--- src/hw/crcu_pkg.sv ---
// constants shared by the crc unit files
`default_nettype none
package crcu_pkg;

    ////////////////////////////////////////////////////////////////////////
    // special function register addresses
    localparam logic [7:0] ADDR_CTRL = 8'hCE; // control register
    localparam logic [7:0] ADDR_DATA_IN = 8'hDD; // byte input port
    localparam logic [7:0] ADDR_RESULT = 8'hDE; // result data port

    ////////////////////////////////////////////////////////////////////////
    // control register field positions
    localparam int CTRL_SEL_BIT = 4; // poly_length_select
    localparam int CTRL_INIT_BIT = 3; // result_load_trigger
    localparam int CTRL_VAL_BIT = 2; // init_value_select
    localparam int CTRL_PTR_LSB = 0; // result_byte_pointer low bit
    localparam logic [2:0] CTRL_UNUSED_RD = 3'h0; // bits 7:5 image

    ////////////////////////////////////////////////////////////////////////
    // reset values
    localparam logic [7:0] CTRL_RESET = 8'h00; // control after reset
    localparam logic [31:0] RESULT_RESET = 32'h00000000; // result reset
    localparam logic [7:0] RDATA_RESET = 8'h00; // read data reset

    ////////////////////////////////////////////////////////////////////////
    // polynomials and initial values
    localparam logic [15:0] POLY16 = 16'h1021; // 16-bit generator
    localparam logic [31:0] POLY32 = 32'h04C11DB7; // 32-bit generator
    localparam logic [31:0] INIT_ZEROS = 32'h00000000; // set value zeros
    localparam logic [31:0] INIT_ONES = 32'hFFFFFFFF; // set value ones

    ////////////////////////////////////////////////////////////////////////
    // counts
    localparam int BITS_PER_BYTE = 8; // reduce steps per input byte
    localparam logic [1:0] PTR_STEP = 2'h1; // pointer advance per access

endpackage : crcu_pkg
`default_nettype wire

--- src/hw/crcu_lane_if.sv ---
// carrier between the crc core and its result byte lane selector
`timescale 1ns/100ps
`default_nettype none
interface crcu_lane_if;
    logic [31:0] result; // current crc result
    logic [1:0] ptr; // result byte pointer
    logic sel16; // high when 16-bit mode
    logic [7:0] wr_byte; // byte written to the result port
    logic [7:0] rd_byte; // byte addressed by the pointer
    logic [31:0] merged; // result with addressed byte replaced

    modport owner (
        output result,
        output ptr,
        output sel16,
        output wr_byte,
        input rd_byte,
        input merged
    );

    modport lane (
        input result,
        input ptr,
        input sel16,
        input wr_byte,
        output rd_byte,
        output merged
    );
endinterface : crcu_lane_if
`default_nettype wire

--- src/hw/crcu_top.sv ---
// crc unit: control register, byte input port and result data port
`timescale 1ns/100ps
`default_nettype none
module crcu_top
    import crcu_pkg::*;
(
    input wire logic CLK_SYS, // system clock, 100 MHz
    input wire logic RST_N, // synchronous reset, active low
    input wire logic [7:0] SFR_ADDR, // special register address
    input wire logic SFR_WR, // write strobe, one cycle
    input wire logic SFR_RD, // read strobe, one cycle
    input wire logic [7:0] SFR_WDATA, // write data
    output logic [7:0] SFR_RDATA, // read data, registered
    output logic [31:0] CRC_RESULT // full result register
);

    ////////////////////////////////////////////////////////////////////////
    // state registers
    logic sel16_q; // poly_length_select
    logic sel16_d; // next poly_length_select
    logic val_q; // init_value_select
    logic val_d; // next init_value_select
    logic [1:0] ptr_q; // result_byte_pointer
    logic [1:0] ptr_d; // next result_byte_pointer
    logic [31:0] result_q; // crc accumulator
    logic [31:0] result_d; // next crc accumulator
    logic [7:0] rdata_q; // read data holding register
    logic [7:0] rdata_d; // next read data

    ////////////////////////////////////////////////////////////////////////
    // address decode
    wire hit_ctrl = (SFR_ADDR == ADDR_CTRL); // control selected
    wire hit_in = (SFR_ADDR == ADDR_DATA_IN); // input port selected
    wire hit_res = (SFR_ADDR == ADDR_RESULT); // result port selected

    // qualified accesses
    wire wr_ctrl = SFR_WR & hit_ctrl; // control write
    wire wr_in = SFR_WR & hit_in; // input byte write
    wire wr_res = SFR_WR & hit_res; // result byte write
    wire rd_ctrl = SFR_RD & hit_ctrl; // control read
    wire rd_res = SFR_RD & hit_res; // result byte read
    wire rd_any = SFR_RD; // any read, mapped or not

    ////////////////////////////////////////////////////////////////////////
    // control write fields; bits 7:5 are dropped here
    wire w_sel = SFR_WDATA[CTRL_SEL_BIT];
    wire w_init = SFR_WDATA[CTRL_INIT_BIT]; // load trigger
    wire w_val = SFR_WDATA[CTRL_VAL_BIT]; // set value choice
    wire [1:0] w_ptr = SFR_WDATA[CTRL_PTR_LSB +: 2]; // new pointer

    // initial value picked by the select bit in the same write
    wire [31:0] init_value = w_val ? INIT_ONES : INIT_ZEROS;

    // control read image; the trigger bit always reads zero
    wire [7:0] ctrl_image = {CTRL_UNUSED_RD, sel16_q, 1'h0, val_q,
                             ptr_q};

    ////////////////////////////////////////////////////////////////////////
    // input byte folded into the top byte of the active width
    wire [31:0] pre16 = {result_q[31:16], result_q[15:8] ^ SFR_WDATA,
                         result_q[7:0]};
    wire [31:0] pre32 = {result_q[31:24] ^ SFR_WDATA,
                         result_q[23:0]};
    wire [31:0] dividend = sel16_q ? pre16 : pre32;

    ////////////////////////////////////////////////////////////////////////
    // eight reduce steps chained in one cycle, so a byte is done before
    // the next access can see the accumulator
    wire [31:0] chain [0:BITS_PER_BYTE]; // accumulator between steps
    assign chain[0] = dividend;

    genvar g;
    generate
        for (g = 0; g < BITS_PER_BYTE; g = g + 1) begin : g_step
            crcu_bit_step u_step (
                .acc_in (chain[g]),
                .sel16 (sel16_q),
                .acc_out (chain[g+1])
            );
        end
    endgenerate

    wire [31:0] crc_next = chain[BITS_PER_BYTE];

    ////////////////////////////////////////////////////////////////////////
    // result byte lane access
    crcu_lane_if lane_bus (); // bundle to the lane selector

    assign lane_bus.result = result_q;
    assign lane_bus.ptr = ptr_q;
    assign lane_bus.sel16 = sel16_q;
    assign lane_bus.wr_byte = SFR_WDATA;

    crcu_byte_lane u_lane (
        .lane (lane_bus.lane)
    );

    ////////////////////////////////////////////////////////////////////////
    // next-state selection

    // mode and set value change only on control writes
    assign sel16_d = wr_ctrl ? w_sel : sel16_q;
    assign val_d = wr_ctrl ? w_val : val_q;

    // pointer: loaded by control write, advanced by each result port access
    wire ptr_bump = wr_res | rd_res; // one result port access
    wire [1:0] ptr_inc = ptr_q + PTR_STEP; // wraps from 3 to 0
    assign ptr_d = wr_ctrl ? w_ptr :
                   ptr_bump ? ptr_inc : ptr_q;

    // result: init load, byte update, or direct byte write
    wire do_init = wr_ctrl & w_init; // trigger written as one
    assign result_d = do_init ? init_value :
                      wr_in ? crc_next :
                      wr_res ? lane_bus.merged :
                      result_q;

    // read data: mapped registers, zero for any other read, held when idle
    assign rdata_d = rd_ctrl ? ctrl_image :
                     rd_res ? lane_bus.rd_byte :
                     rd_any ? RDATA_RESET :
                     rdata_q;

    ////////////////////////////////////////////////////////////////////////
    // control registers
    always_ff @(posedge CLK_SYS) begin
        if (!RST_N) begin
            sel16_q <= CTRL_RESET[CTRL_SEL_BIT];
            val_q <= CTRL_RESET[CTRL_VAL_BIT];
            ptr_q <= CTRL_RESET[CTRL_PTR_LSB +: 2];
        end else begin
            sel16_q <= sel16_d;
            val_q <= val_d;
            ptr_q <= ptr_d;
        end
    end

    // accumulator
    always_ff @(posedge CLK_SYS) begin
        if (!RST_N) begin
            result_q <= RESULT_RESET;
        end else begin
            result_q <= result_d;
        end
    end

    // read data register
    always_ff @(posedge CLK_SYS) begin
        if (!RST_N) begin
            rdata_q <= RDATA_RESET;
        end else begin
            rdata_q <= rdata_d;
        end
    end

    ////////////////////////////////////////////////////////////////////////
    // outputs straight from flip-flops
    assign SFR_RDATA = rdata_q;
    assign CRC_RESULT = result_q;

endmodule // crcu_top
`default_nettype wire

--- src/hw/crcu_bit_step.sv ---
// one conditional shift-and-reduce step of the crc accumulator
`timescale 1ns/100ps
`default_nettype none
module crcu_bit_step
    import crcu_pkg::*;
(
    input wire logic [31:0] acc_in, // accumulator before step
    input wire logic sel16, // high selects the 16-bit poly
    output logic [31:0] acc_out // accumulator after step
);
    // msb of the active width decides whether the poly is subtracted
    wire msb16 = acc_in[15]; // top bit, 16-bit mode
    wire msb32 = acc_in[31]; // top bit, 32-bit mode
    wire [15:0] shl16 = {acc_in[14:0], 1'h0}; // shifted low half
    wire [31:0] shl32 = {acc_in[30:0], 1'h0}; // shifted full word
    wire [15:0] red16 = msb16 ? (shl16 ^ POLY16) : shl16;
    wire [31:0] red32 = msb32 ? (shl32 ^ POLY32) : shl32;

    // upper half stays untouched while running 16-bit
    assign acc_out = sel16 ? {acc_in[31:16], red16} : red32;
endmodule // crcu_bit_step
`default_nettype wire

--- src/hw/crcu_byte_lane.sv ---
// picks and replaces the result byte that the pointer addresses
`timescale 1ns/100ps
`default_nettype none
module crcu_byte_lane (
    crcu_lane_if.lane lane // pointer, mode and result bundle
);
    // in 16-bit mode only pointer bit 0 matters
    wire [1:0] idx = lane.sel16 ? {1'h0, lane.ptr[0]} : lane.ptr;

    // read selection
    assign lane.rd_byte = lane.result[idx*8 +: 8];

    // write merge: only the addressed byte changes
    always_comb begin
        lane.merged = lane.result;
        lane.merged[idx*8 +: 8] = lane.wr_byte;
    end
endmodule // crcu_byte_lane
`default_nettype wire

--- config.mk ---
export PLATFORM = sky130hd
export DESIGN_NAME = crcu_top
export DESIGN_NICKNAME = d
export VERILOG_FILES = /design/src/hw/crcu_pkg.sv /design/src/hw/crcu_lane_if.sv /design/src/hw/crcu_top.sv /design/src/hw/crcu_bit_step.sv /design/src/hw/crcu_byte_lane.sv
export SDC_FILE = /design/constraint.sdc
export NUM_CORES = 1
export LEC_CHECK = 0
export BUFFER_PORTS_ARGS = -buffer_cell sky130_fd_sc_hd__clkbuf_2
export CAP_MARGIN = 20
export CORE_MARGIN = 2
export CORE_UTILIZATION = 35
export CTS_CLUSTER_DIAMETER = 80
export DETAILED_ROUTE_END_ITERATION = 7
export PLACE_DENSITY_LB_ADDON = 0.05
export SYNTH_ARGS = -nofsm -noshare
export SYNTH_HDL_FRONTEND = slang
export SYNTH_HIERARCHICAL = 1
export SYNTH_SLANG_ARGS = --single-unit
--- constraint.sdc ---
create_clock -name CLK_SYS -period 5.83 [get_ports CLK_SYS]
set_input_delay 0.583 -clock CLK_SYS [delete_from_list [all_inputs] [get_ports CLK_SYS]]
set_output_delay 0.583 -clock CLK_SYS [all_outputs]
set_load 0.02 [all_outputs]
==> impl_metrics.py, run 1 <==
metrics = {
    "outcome": {
        "outcome": "finished with violations",
        "violations": "design-rule violations",
    },
    "global_route": {
        "grt_pass1_vias": 4993,
        "gr-total-overflow": 0,
        "grt_max_degree": 73,
        "grt_pass1_wl_um": 31100,
        "antenna_found_initial": 0,
        "track_usage_pct": 20.6,
    },
    "timing": {
        "maxSlewViolCount": 0,
        "fin_crit_sh_pct": 82.1,
        "setup_tns_ns": 0,
        "rsz0062_at_grt": "no",
        "tightest_slew_ns": 0.906,
        "finalHoldViolations": 0,
        "fin_skew_ns": 0.00598,
        "slew_headroom_pct": 39.6,
        "setup_viol": 0,
        "period_minus_slack_ns": 4.79,
        "fmax_mhz": 209,
    },
    "yosys": {
        "synth_adder_area_share_pct": 0.966,
        "synth_compound_area_share_pct": 19.7,
        "ys_async_sr_fraction_pct": 0,
        "synth_top_family_by_area": "multiplexers",
        "synthCells": 742,
        "synth_ff_type": "dfxtp_1",
        "synth.area.mux_share_pct": 22.6,
        "synth_cell_type_count": 43,
        "seq_area_frac_synth_pct": 13.6,
        "syn_nets": 767,
        "synth-xor-area-share_pct": 16.2,
        "yosys_warnings": 6,
        "synth_edf_count": 0,
        "netlist_area_mm2": 0.00648,
        "synth-simple-area-share_pct": 8.58,
        "ys_ff_latch": 44,
        "syn_avg_cell_area_um2": 8.73,
    },
    "cells_and_area": {
        "antenna_cells": 0,
        "stdcell_count": 916,
        "area_growth_syn_to_layout_pct": -2.43,
        "design_area_mm2": 0.00632,
        "ff_latch_area_um2": 885,
        "multi_input_area_mm2": 0.00441,
        "layout-drive-gt1-share_pct": 28.5,
        "nets": 711,
        "n_fill_cell": 1910,
    },
    "hold_path": {
        "holdCritPathClass": "flip-flop to flip-flop",
    },
    "floorplanning": {
        "ios": 60,
        "fp.dieW_um": 140,
        "dieHeight_um": 140,
        "dieArea_mm2": 0.0196,
        "core_mm2": 0.0181,
        "start_util_pct": 35.8,
        "core.rowCount": 49,
    },
    "flow_run": {
        "maxCapViolCount": 0,
    },
    "place": {
        "hpwl_um": 14800,
        "globalplace.congestion": 0.839,
        "portBuffers": 59,
        "placedCellCount": 908,
        "dpl_cell_area_mm2": 0.00614,
    },
    "power": {
        "switching_share_pct": 31.1,
        "vdd_ir_drop_max_v": 0.0000987,
        "cellPowerDensity_mw_per_mm2": 151,
        "power_frac_clock_pct": 38.4,
        "p_sw_mw": 0.297,
        "seq_power_share_pct": 31.5,
        "p_int_mw": 0.657,
        "p_comb_share_pct": 30.1,
        "power_leakage_nw": 2.13,
    },
    "setup_path": {
        "cp_num_buf_inv": 0,
        "cp.arrival_ns": 4.97,
        "crit_slowest_cell": "dfxtp_4",
        "crit_path_end_kind": "flip-flop",
        "cp_max_fo": 39,
        "crit_path_start_kind": "flip-flop",
        "crit_chain": "nand2b_1 > xnor2_1 > mux2_2 > mux2_2 > mux2_2 > mux2_2 > mux2_2 > mux2_2 > mux2_2 > nand2b_1 > xnor2_1 > a211oi_1 > o2bb2ai_1",
        "critPathMaxStageDelay_ns": 0.63,
        "critical-path-top-cell-by-count": "mux2_2",
        "required_ns": 6.01,
        "worst-setup-path-type": "flip-flop to flip-flop",
        "cp_top_family": "multiplexers",
    },
    "route": {
        "vias": 5104,
        "postRouteAntennaNets": 0,
        "routed_wl_um": 20400,
        "firstDrtPassIters": 7,
        "wl_per_cell_um": 22.3,
        "drtIter0Drc": 304,
        "viasPerCell": 5.57,
        "drc": 3,
    },
    "cts": {
        "clock_sinks": 44,
        "clockBufferDepth": 2,
        "clock_latency_ns": 0.30,
        "root_buffer": "clkbuf_16",
        "cts_tree": "yes",
        "cts_resized": 0,
        "cts_made_buffers": 5,
        "clk_pin_slew_worst_paths_ns": 0.07,
        "hold_buffers": 0,
        "cts_setup_buffers": 0,
        "htreeDepth": 2,
    },
}
## registers in the layout (all words and copies together), names as in the netlist
signal,flops
CRC_RESULT,32
lane_bus.ptr,2
val_q,1
lane_bus.sel16,1
SFR_RDATA,8
## power by group through the flow
stage / logic [mW] / clock network [mW] / registers (mW)
after floorplan: 0.293 / 0 / 0.308
after global placement: 0.289 / 0 / 0.308
after detailed placement: 0.287 / 0 / 0.308
after CTS: 0.289 / 0.371 / 0.301
after global routing: 0.312 / 0.381 / 0.301
final: 0.287 / 0.367 / 0.301
## metal layers
layer  wire length [um]  global-route usage [%]
met3                707                    2.12
met1              10000                    30.1
met4                425                    5.79
met2               9270                    32.4
met5                  0                       0
## layout make-up
type	instances	share of cell area, %
clock inverters	1	0.475
well taps	229	4.53
inverters	49	2.99
clock buffers	7	2.42
multi-input cells	517	69.7
repair buffers	69	5.86
flip-flops and latches	44	14.0
## Yosys cell counts, types with 3 or more instances
master / n / area share [%]
xnor2_1: 120 / 16
mux2_2: 101 / 18
buf_4: 74 / 8.6
inv_1: 48 / 2.8
dfxtp_1: 44 / 14
nand2_1: 42 / 2.4
o21ai_0: 33 / 2.6
a211oi_1: 32 / 3.7
a31oi_1: 32 / 3.1
o2bb2ai_1: 32 / 4.3
buf_6: 29 / 5.0
nand2b_1: 25 / 2.4
a22o_1: 24 / 3.2
clkbuf_1: 21 / 1.2
a21oi_1: 11 / 0.85
a32o_1: 8 / 1.2
buf_2: 8 / 0.62
mux2i_2: 8 / 1.7
ha_1: 5 / 0.97
mux4_1: 4 / 1.6
mux4_2: 4 / 1.4
nand3_1: 4 / 0.31
nand4_1: 4 / 0.39
nor2_1: 4 / 0.23
and4b_1: 3 / 0.46
## per-stage QoR
step	power (mW)	util [%]	hold WS [ns]	setup WS (ns)
3_3_place_gp	0.596	33.9	0.456	1.10
6_report	0.955	34.9	0.466	1.04
3_5_place_dp	0.595	33.9	0.460	0.928
2_1_floorplan	0.601	-	0.456	0.505
4_1_cts	0.960	34.9	0.471	1.01
5_1_grt	0.994	34.9	0.496	0.794
## logic make-up after synthesis
group	after synthesis
adders and majority gates	5
DFF	44
AOI/OAI and AO/OA	177
muxes	119
and+or+nand+nor	96
buffers and inverters	181
xor gates and xnor gates	120
## placed cells by master, fill, tap and decap left out, types with 32 or more instances in the layout
cell type,instances
a211oi_1,32
a31oi_1,32
clkbuf_2,59
inv_1,48
dfxtp_1,43
mux2_2,101
nand2_1,42
o21ai_0,33
o2bb2ai_1,32
xnor2_1,120
## tightest hold or removal path: cells and delay by family (launching register included)
kind            cells  cell delay [ns]
simple gates        1             0.06
compound gates      1             0.05
flops               1             0.31
## worst paths after layout
| kind | from | end | slack (ns) | cells after the start |
|---|---|---|---|---|
| max | lane_bus.sel16 | CRC_RESULT[8] | 1.04 | 13 |
| min | SFR_RDATA[2] | SFR_RDATA[2] | 0.47 | 2 |
| max reg2reg | lane_bus.sel16 | CRC_RESULT[8] | 1.04 | 13 |
| min reg2reg | SFR_RDATA[2] | SFR_RDATA[2] | 0.47 | 2 |
(Power assumes the default switching activity.)
==> run 2, diff against run 1 <==
ABC_AREA = 1   (was not set)
clock period = 4.9 ns   (was 5.83 ns; I/O delays follow)
==> impl_metrics.py, run 2 <==
metrics = {
    "setup_path": {
        "crit_path_end_kind": "flip-flop",
        "critical-path-top-cell-by-count": "nand2_1",
        "required_ns": 5.13,
        "r2r_slack_ns": 0.51,
        "worst-setup-path-type": "flip-flop to flip-flop",
        "crit_slowest_cell": "o21ai_0",
        "crit_path_start_kind": "flip-flop",
        "cp.arrival_ns": 4.61,
        "critPathMaxStageDelay_ns": 0.76,
        "cp_max_fo": 11,
    },
    "route": {
        "wl_per_cell_um": 14.7,
        "drc": 0,
        "drtIter0Drc": 672,
        "routed_wl_um": 25700,
        "viasPerCell": 4.68,
        "firstDrtPassIters": 5,
        "vias": 8178,
        "postRouteAntennaNets": 0,
    },
    "cts": {
        "clk_pin_slew_worst_paths_ns": 0.07,
        "cts_resized": 0,
        "clockBufferDepth": 2,
        "hold_buffers": 0,
        "cts_tree": "yes",
        "cts_made_buffers": 5,
        "root_buffer": "clkbuf_16",
        "cts_setup_buffers": 0,
        "htreeDepth": 2,
        "clock_latency_ns": 0.29,
        "clock_sinks": 44,
    },
    "cells_and_area": {
        "multi_input_area_mm2": 0.00486,
        "design_area_mm2": 0.00759,
        "area_growth_syn_to_layout_pct": 0.999,
        "ff_latch_area_um2": 885,
        "final_common_cell": "nand2_1",
        "nets": 1496,
        "final_cell_mix": "753 x nand2_1, 191 x inv_1, 113 x nand3_1, 83 x o21ai_0, 77 x nor2_1",
        "layout-drive-gt1-share_pct": 9.10,
        "antenna_cells": 0,
        "n_fill_cell": 2499,
        "largest_register_ffs": 32,
    },
    "yosys": {
        "netlist_top_cells_count": "753 x nand2_1, 191 x inv_1, 113 x nand3_1",
        "yosysTopAreaCellShare_pct": 37.6,
        "synthCells": 1507,
        "seq_area_frac_synth_pct": 11.7,
        "syn_nets": 1532,
        "ys_async_sr_fraction_pct": 0,
        "netlist_top_cells_area": "nand2_1 38%, dfxtp_1 12%, inv_1 9.5%",
        "synth_ff_type": "dfxtp_1",
        "yosys_warnings": 6,
        "yosysTopAreaCell": "nand2_1",
        "synthMostInstantiatedCell": "nand2_1",
        "ys_ff_latch": 44,
        "synth_edf_count": 0,
        "synth_cell_type_count": 26,
        "syn_avg_cell_area_um2": 4.99,
        "netlist_area_mm2": 0.00751,
    },
    "global_route": {
        "grt_pass1_wl_um": 39700,
        "grt_pass1_vias": 7012,
        "grt.met1_usage_pct": 33.1,
        "grt_busiest_layer": "met2",
        "grtUsageMet3_pct": 1.88,
        "track_usage_pct": 22.4,
        "met2_usage_pct": 35.3,
        "gr-total-overflow": 0,
        "grt_max_degree": 113,
        "antenna_found_initial": 0,
    },
    "floorplanning": {
        "ios": 60,
        "core_mm2": 0.0210,
        "dieHeight_um": 151,
        "fp.dieW_um": 151,
        "start_util_pct": 35.7,
        "dieArea_mm2": 0.0227,
        "core.rowCount": 53,
    },
    "timing": {
        "setup_tns_ns": 0,
        "tightest_slew_ns": 0.973,
        "fmax_mhz": 228,
        "fin_crit_sh_pct": 89.5,
        "setup_viol": 0,
        "finalHoldViolations": 0,
        "period_minus_slack_ns": 4.39,
        "maxSlewViolCount": 0,
        "slew_headroom_pct": 34.5,
        "fin_skew_ns": 0.00775,
        "rsz0062_at_grt": "no",
    },
    "place": {
        "portBuffers": 59,
        "globalplace.congestion": 0.857,
        "dpl_cell_area_mm2": 0.00740,
        "hpwl_um": 19700,
    },
    "power": {
        "cellPowerDensity_mw_per_mm2": 153,
        "vdd_ir_drop_max_v": 0.000164,
        "power_leakage_nw": 4.42,
    },
    "outcome": {
        "outcome": "finished, final reports clean",
    },
    "hold_path": {
        "holdCritPathClass": "flip-flop to flip-flop",
    },
    "flow_run": {
        "maxCapViolCount": 0,
    },
}
==> run 2: cell count changes after synthesis, sizes merged, moves of 51 or more <==
cell,delta
nand2,+730
inv,+156
xnor2,-120
nand3,+111
mux2,-101
nor2,+83
o21ai,+51
==> run 2: cells by family after synthesis <==
group | after synthesis | synth area share, %
AND/OR/NAND/NOR | 985 | 53.6
AO/OA/AOI/OAI | 123 | 8.19
XOR/XNOR | 17 | 1.98
buffers and inverters | 333 | 23.6
adder cells (fa/ha/maj) | 5 | 0.833
flip-flops | 44 | 11.7
==> run 2: power by group <==
part	leakage [nW]	internal, mW	switching (mW)	total (mW)
Clock	0.0808	0.240	0.153	0.393
Combinational	3.98	0.125	0.283	0.408
Sequential	0.355	0.358	0.00299	0.361
Total	4.42	0.724	0.439	1.16
==> run 2: final cells by class <==
class | instances | area share, %
clock buffer | 6 | 1.70
clock inverter | 2 | 0.462
inverter | 209 | 10.9
multi-input combinational | 1130 | 64.0
sequential | 44 | 11.7
tap | 275 | 4.53
timing repair buffer | 81 | 6.76
==> run 2: metrics by stage <==
stage / total power [mW] / instances / hold slack [ns] / worst slack [ns] / utilization, %
after floorplan: 0.724 / 1507 / 0.443 / 0.280 / -
after global placement: 0.776 / 1737 / 0.472 / 0.656 / 35.1
after detailed placement: 0.776 / 1738 / 0.464 / 0.594 / 35.2
after CTS: 1.17 / 1746 / 0.479 / 0.637 / 36.0
after global routing: 1.24 / 1747 / 0.501 / 0.0226 / 36.1
final: 1.16 / 1747 / 0.478 / 0.514 / 36.1
==> run 2: critical path: cells and delay by family (launching register included) <==
kind            cells  cell delay (ns)
buf+inv             6             0.83
flops               1             0.36
xor+xnor            1             0.07
compound gates      4             1.46
simple gates       17             1.57
==> run 2: worst paths after layout <==
kind	depth (start not counted)	end	from
min	2	SFR_RDATA[6]	SFR_RDATA[6]
max	28	CRC_RESULT[4]	lane_bus.sel16
max reg2reg	28	CRC_RESULT[4]	lane_bus.sel16
min reg2reg	2	SFR_RDATA[6]	SFR_RDATA[6]
==> run 2: metal layers <==
layer | wire (um) | vias up | share of wire (%)
li1 | - | 4386 | -
met1 | 12900 | 3570 | 50
met2 | 11200 | 197 | 43
met3 | 1110 | 25 | 4.3
met4 | 523 | 0 | 2.0
met5 | 0 | - | 0
==> run 3, diff against run 2 <==
BUFFER_PORTS_ARGS = -buffer_cell sky130_fd_sc_hd__buf_2   (was -buffer_cell sky130_fd_sc_hd__clkbuf_2)
CELL_PAD_IN_SITES_DETAIL_PLACEMENT = 0   (was not set)
CELL_PAD_IN_SITES_GLOBAL_PLACEMENT = 1   (was not set)
==> impl_metrics.py, run 3 (synthesis gave the netlist of run 2 again) <==
metrics = {
    "floorplanning": {
        "dieArea_mm2": 0.0227,
        "core.rowCount": 53,
        "fp.dieW_um": 151,
        "ios": 60,
        "dieHeight_um": 151,
        "start_util_pct": 35.7,
        "core_mm2": 0.0210,
    },
    "setup_path": {
        "cp.arrival_ns": 4.56,
        "cp_max_fo": 19,
        "cp_top_family": "compound AO/OA/AOI/OAI gates",
        "critPathMaxStageDelay_ns": 0.61,
        "crit_path_start_kind": "flip-flop",
        "worst-setup-path-type": "flip-flop to flip-flop",
        "crit_slowest_cell": "o21ai_0",
        "crit_path_end_kind": "flip-flop",
        "critical-path-top-cell-by-count": "inv_1",
        "cp_num_buf_inv": 11,
        "required_ns": 5.13,
    },
    "cts": {
        "clk_pin_slew_worst_paths_ns": 0.07,
        "clock_sinks": 44,
        "cts_tree": "yes",
        "clock_latency_ns": 0.30,
        "cts_resized": 0,
        "hold_buffers": 0,
        "root_buffer": "clkbuf_16",
        "cts_setup_buffers": 0,
        "clockBufferDepth": 2,
        "htreeDepth": 2,
        "cts_made_buffers": 5,
    },
    "timing": {
        "finalHoldViolations": 0,
        "fin_skew_ns": 0.00375,
        "holdWs_ns": 0.468,
        "slew_headroom_pct": 43.9,
        "fin_crit_sh_pct": 88.3,
        "setup_viol": 0,
        "maxSlewViolCount": 0,
        "period_minus_slack_ns": 4.33,
        "final.setup.worst_slack_ns": 0.575,
        "setup_tns_ns": 0,
        "tightest_slew_ns": 0.839,
        "fmax_mhz": 231,
        "rsz0062_at_grt": "no",
    },
    "power": {
        "p_sw_mw": 0.454,
        "p_int_mw": 0.683,
        "seq_power_share_pct": 31.7,
        "p_comb_share_pct": 36.0,
        "power_frac_clock_pct": 32.2,
        "vdd_ir_drop_max_v": 0.000136,
        "power_leakage_nw": 4.44,
        "switching_share_pct": 39.9,
        "cellPowerDensity_mw_per_mm2": 151,
        "total_power_mw": 1.14,
    },
    "global_route": {
        "track_usage_pct": 23.5,
        "grt_pass1_vias": 7099,
        "gr-total-overflow": 0,
        "grt_max_degree": 59,
        "antenna_found_initial": 0,
        "grt_pass1_wl_um": 41200,
    },
    "cells_and_area": {
        "area_growth_syn_to_layout_pct": 0.266,
        "final_common_cell": "nand2_1",
        "final_cell_mix": "753 x nand2_1, 191 x inv_1, 113 x nand3_1, 83 x o21ai_0, 77 x nor2_1",
        "nets": 1495,
        "antenna_cells": 0,
        "largest_register_ffs": 32,
        "layout-drive-gt1-share_pct": 9.11,
    },
    "route": {
        "routed_wl_um": 26400,
        "viasPerCell": 4.69,
        "wl_per_cell_um": 15.1,
        "drtIter0Drc": 709,
        "firstDrtPassIters": 5,
        "vias": 8185,
        "postRouteAntennaNets": 0,
        "drc": 0,
    },
    "place": {
        "hpwl_um": 20000,
        "portBuffers": 59,
        "dp_slack_ns": 0.542,
        "globalplace.congestion": 0.816,
    },
    "outcome": {
        "outcome": "finished, final reports clean",
    },
    "flow_run": {
        "maxCapViolCount": 0,
    },
    "hold_path": {
        "holdCritPathClass": "flip-flop to flip-flop",
    },
}
[run 3: cell types whose count changed in the layout (fill, tap and decap cells not counted), sizes merged]
cell    previous run  this run
buf               22        80
bufinv             1         0
clkinv             5         6
clkbuf            65         6
[run 3: power groups by stage]
stage / Clock [mW] / Sequential [mW] / Combinational, mW
3_3_place_gp: 0 / 0.370 / 0.413
4_1_cts: 0.371 / 0.361 / 0.413
6_report: 0.367 / 0.361 / 0.410
3_5_place_dp: 0 / 0.370 / 0.412
2_1_floorplan: 0 / 0.370 / 0.354
5_1_grt: 0.381 / 0.361 / 0.474
[run 3: path summary, 6_finish.rpt]
kind	end	cells past startpoint	slack, ns	startpoint
setup / recovery	CRC_RESULT[10]	27	0.57	lane_bus.sel16
hold / removal	SFR_RDATA[7]	2	0.47	SFR_RDATA[7]
setup reg to reg	CRC_RESULT[10]	27	0.57	lane_bus.sel16
hold reg to reg	SFR_RDATA[7]	2	0.47	SFR_RDATA[7]
[run 3: area by class of cell]
type | instances | area (um2)
Tap cell | 275 | 344
Clock buffer | 6 | 139
Clock inverter | 2 | 10.0
Inverter | 209 | 827
Timing Repair Buffer | 80 | 473
Fill cell | 2502 | 13500
Multi-Input combinational cell | 1130 | 4860
Sequential cell | 44 | 885
[run 3: per-layer routing]
| metal | GRT usage, % | share of wire, % | up-vias |
|---|---|---|---|
| met5 | 0 | 0 | - |
| met4 | 4.39 | 1.4 | 0 |
| met3 | 1.85 | 5.3 | 19 |
| met2 | 36.7 | 43 | 202 |
| met1 | 35.4 | 50 | 3579 |
| li1 | - | - | 4385 |
[run 3: stage by stage]
step | utilization (%) | instances | instance area (um2)
floorplan | - | 1507 | 7510
finish | 35.8 | 1746 | 7530
detailed placement | 35.0 | 1737 | 7360
global placement | 35.0 | 1737 | 7360
global route | 35.8 | 1746 | 7530
CTS | 35.7 | 1745 | 7510
[run 3: worst min-delay path, delay by kind of cell (launching register included)]
kind / cells / cell delay (ns)
AO/OA/AOI/OAI: 1 / 0.06
flip-flops: 1 / 0.31
AND/OR/NAND/NOR: 1 / 0.06
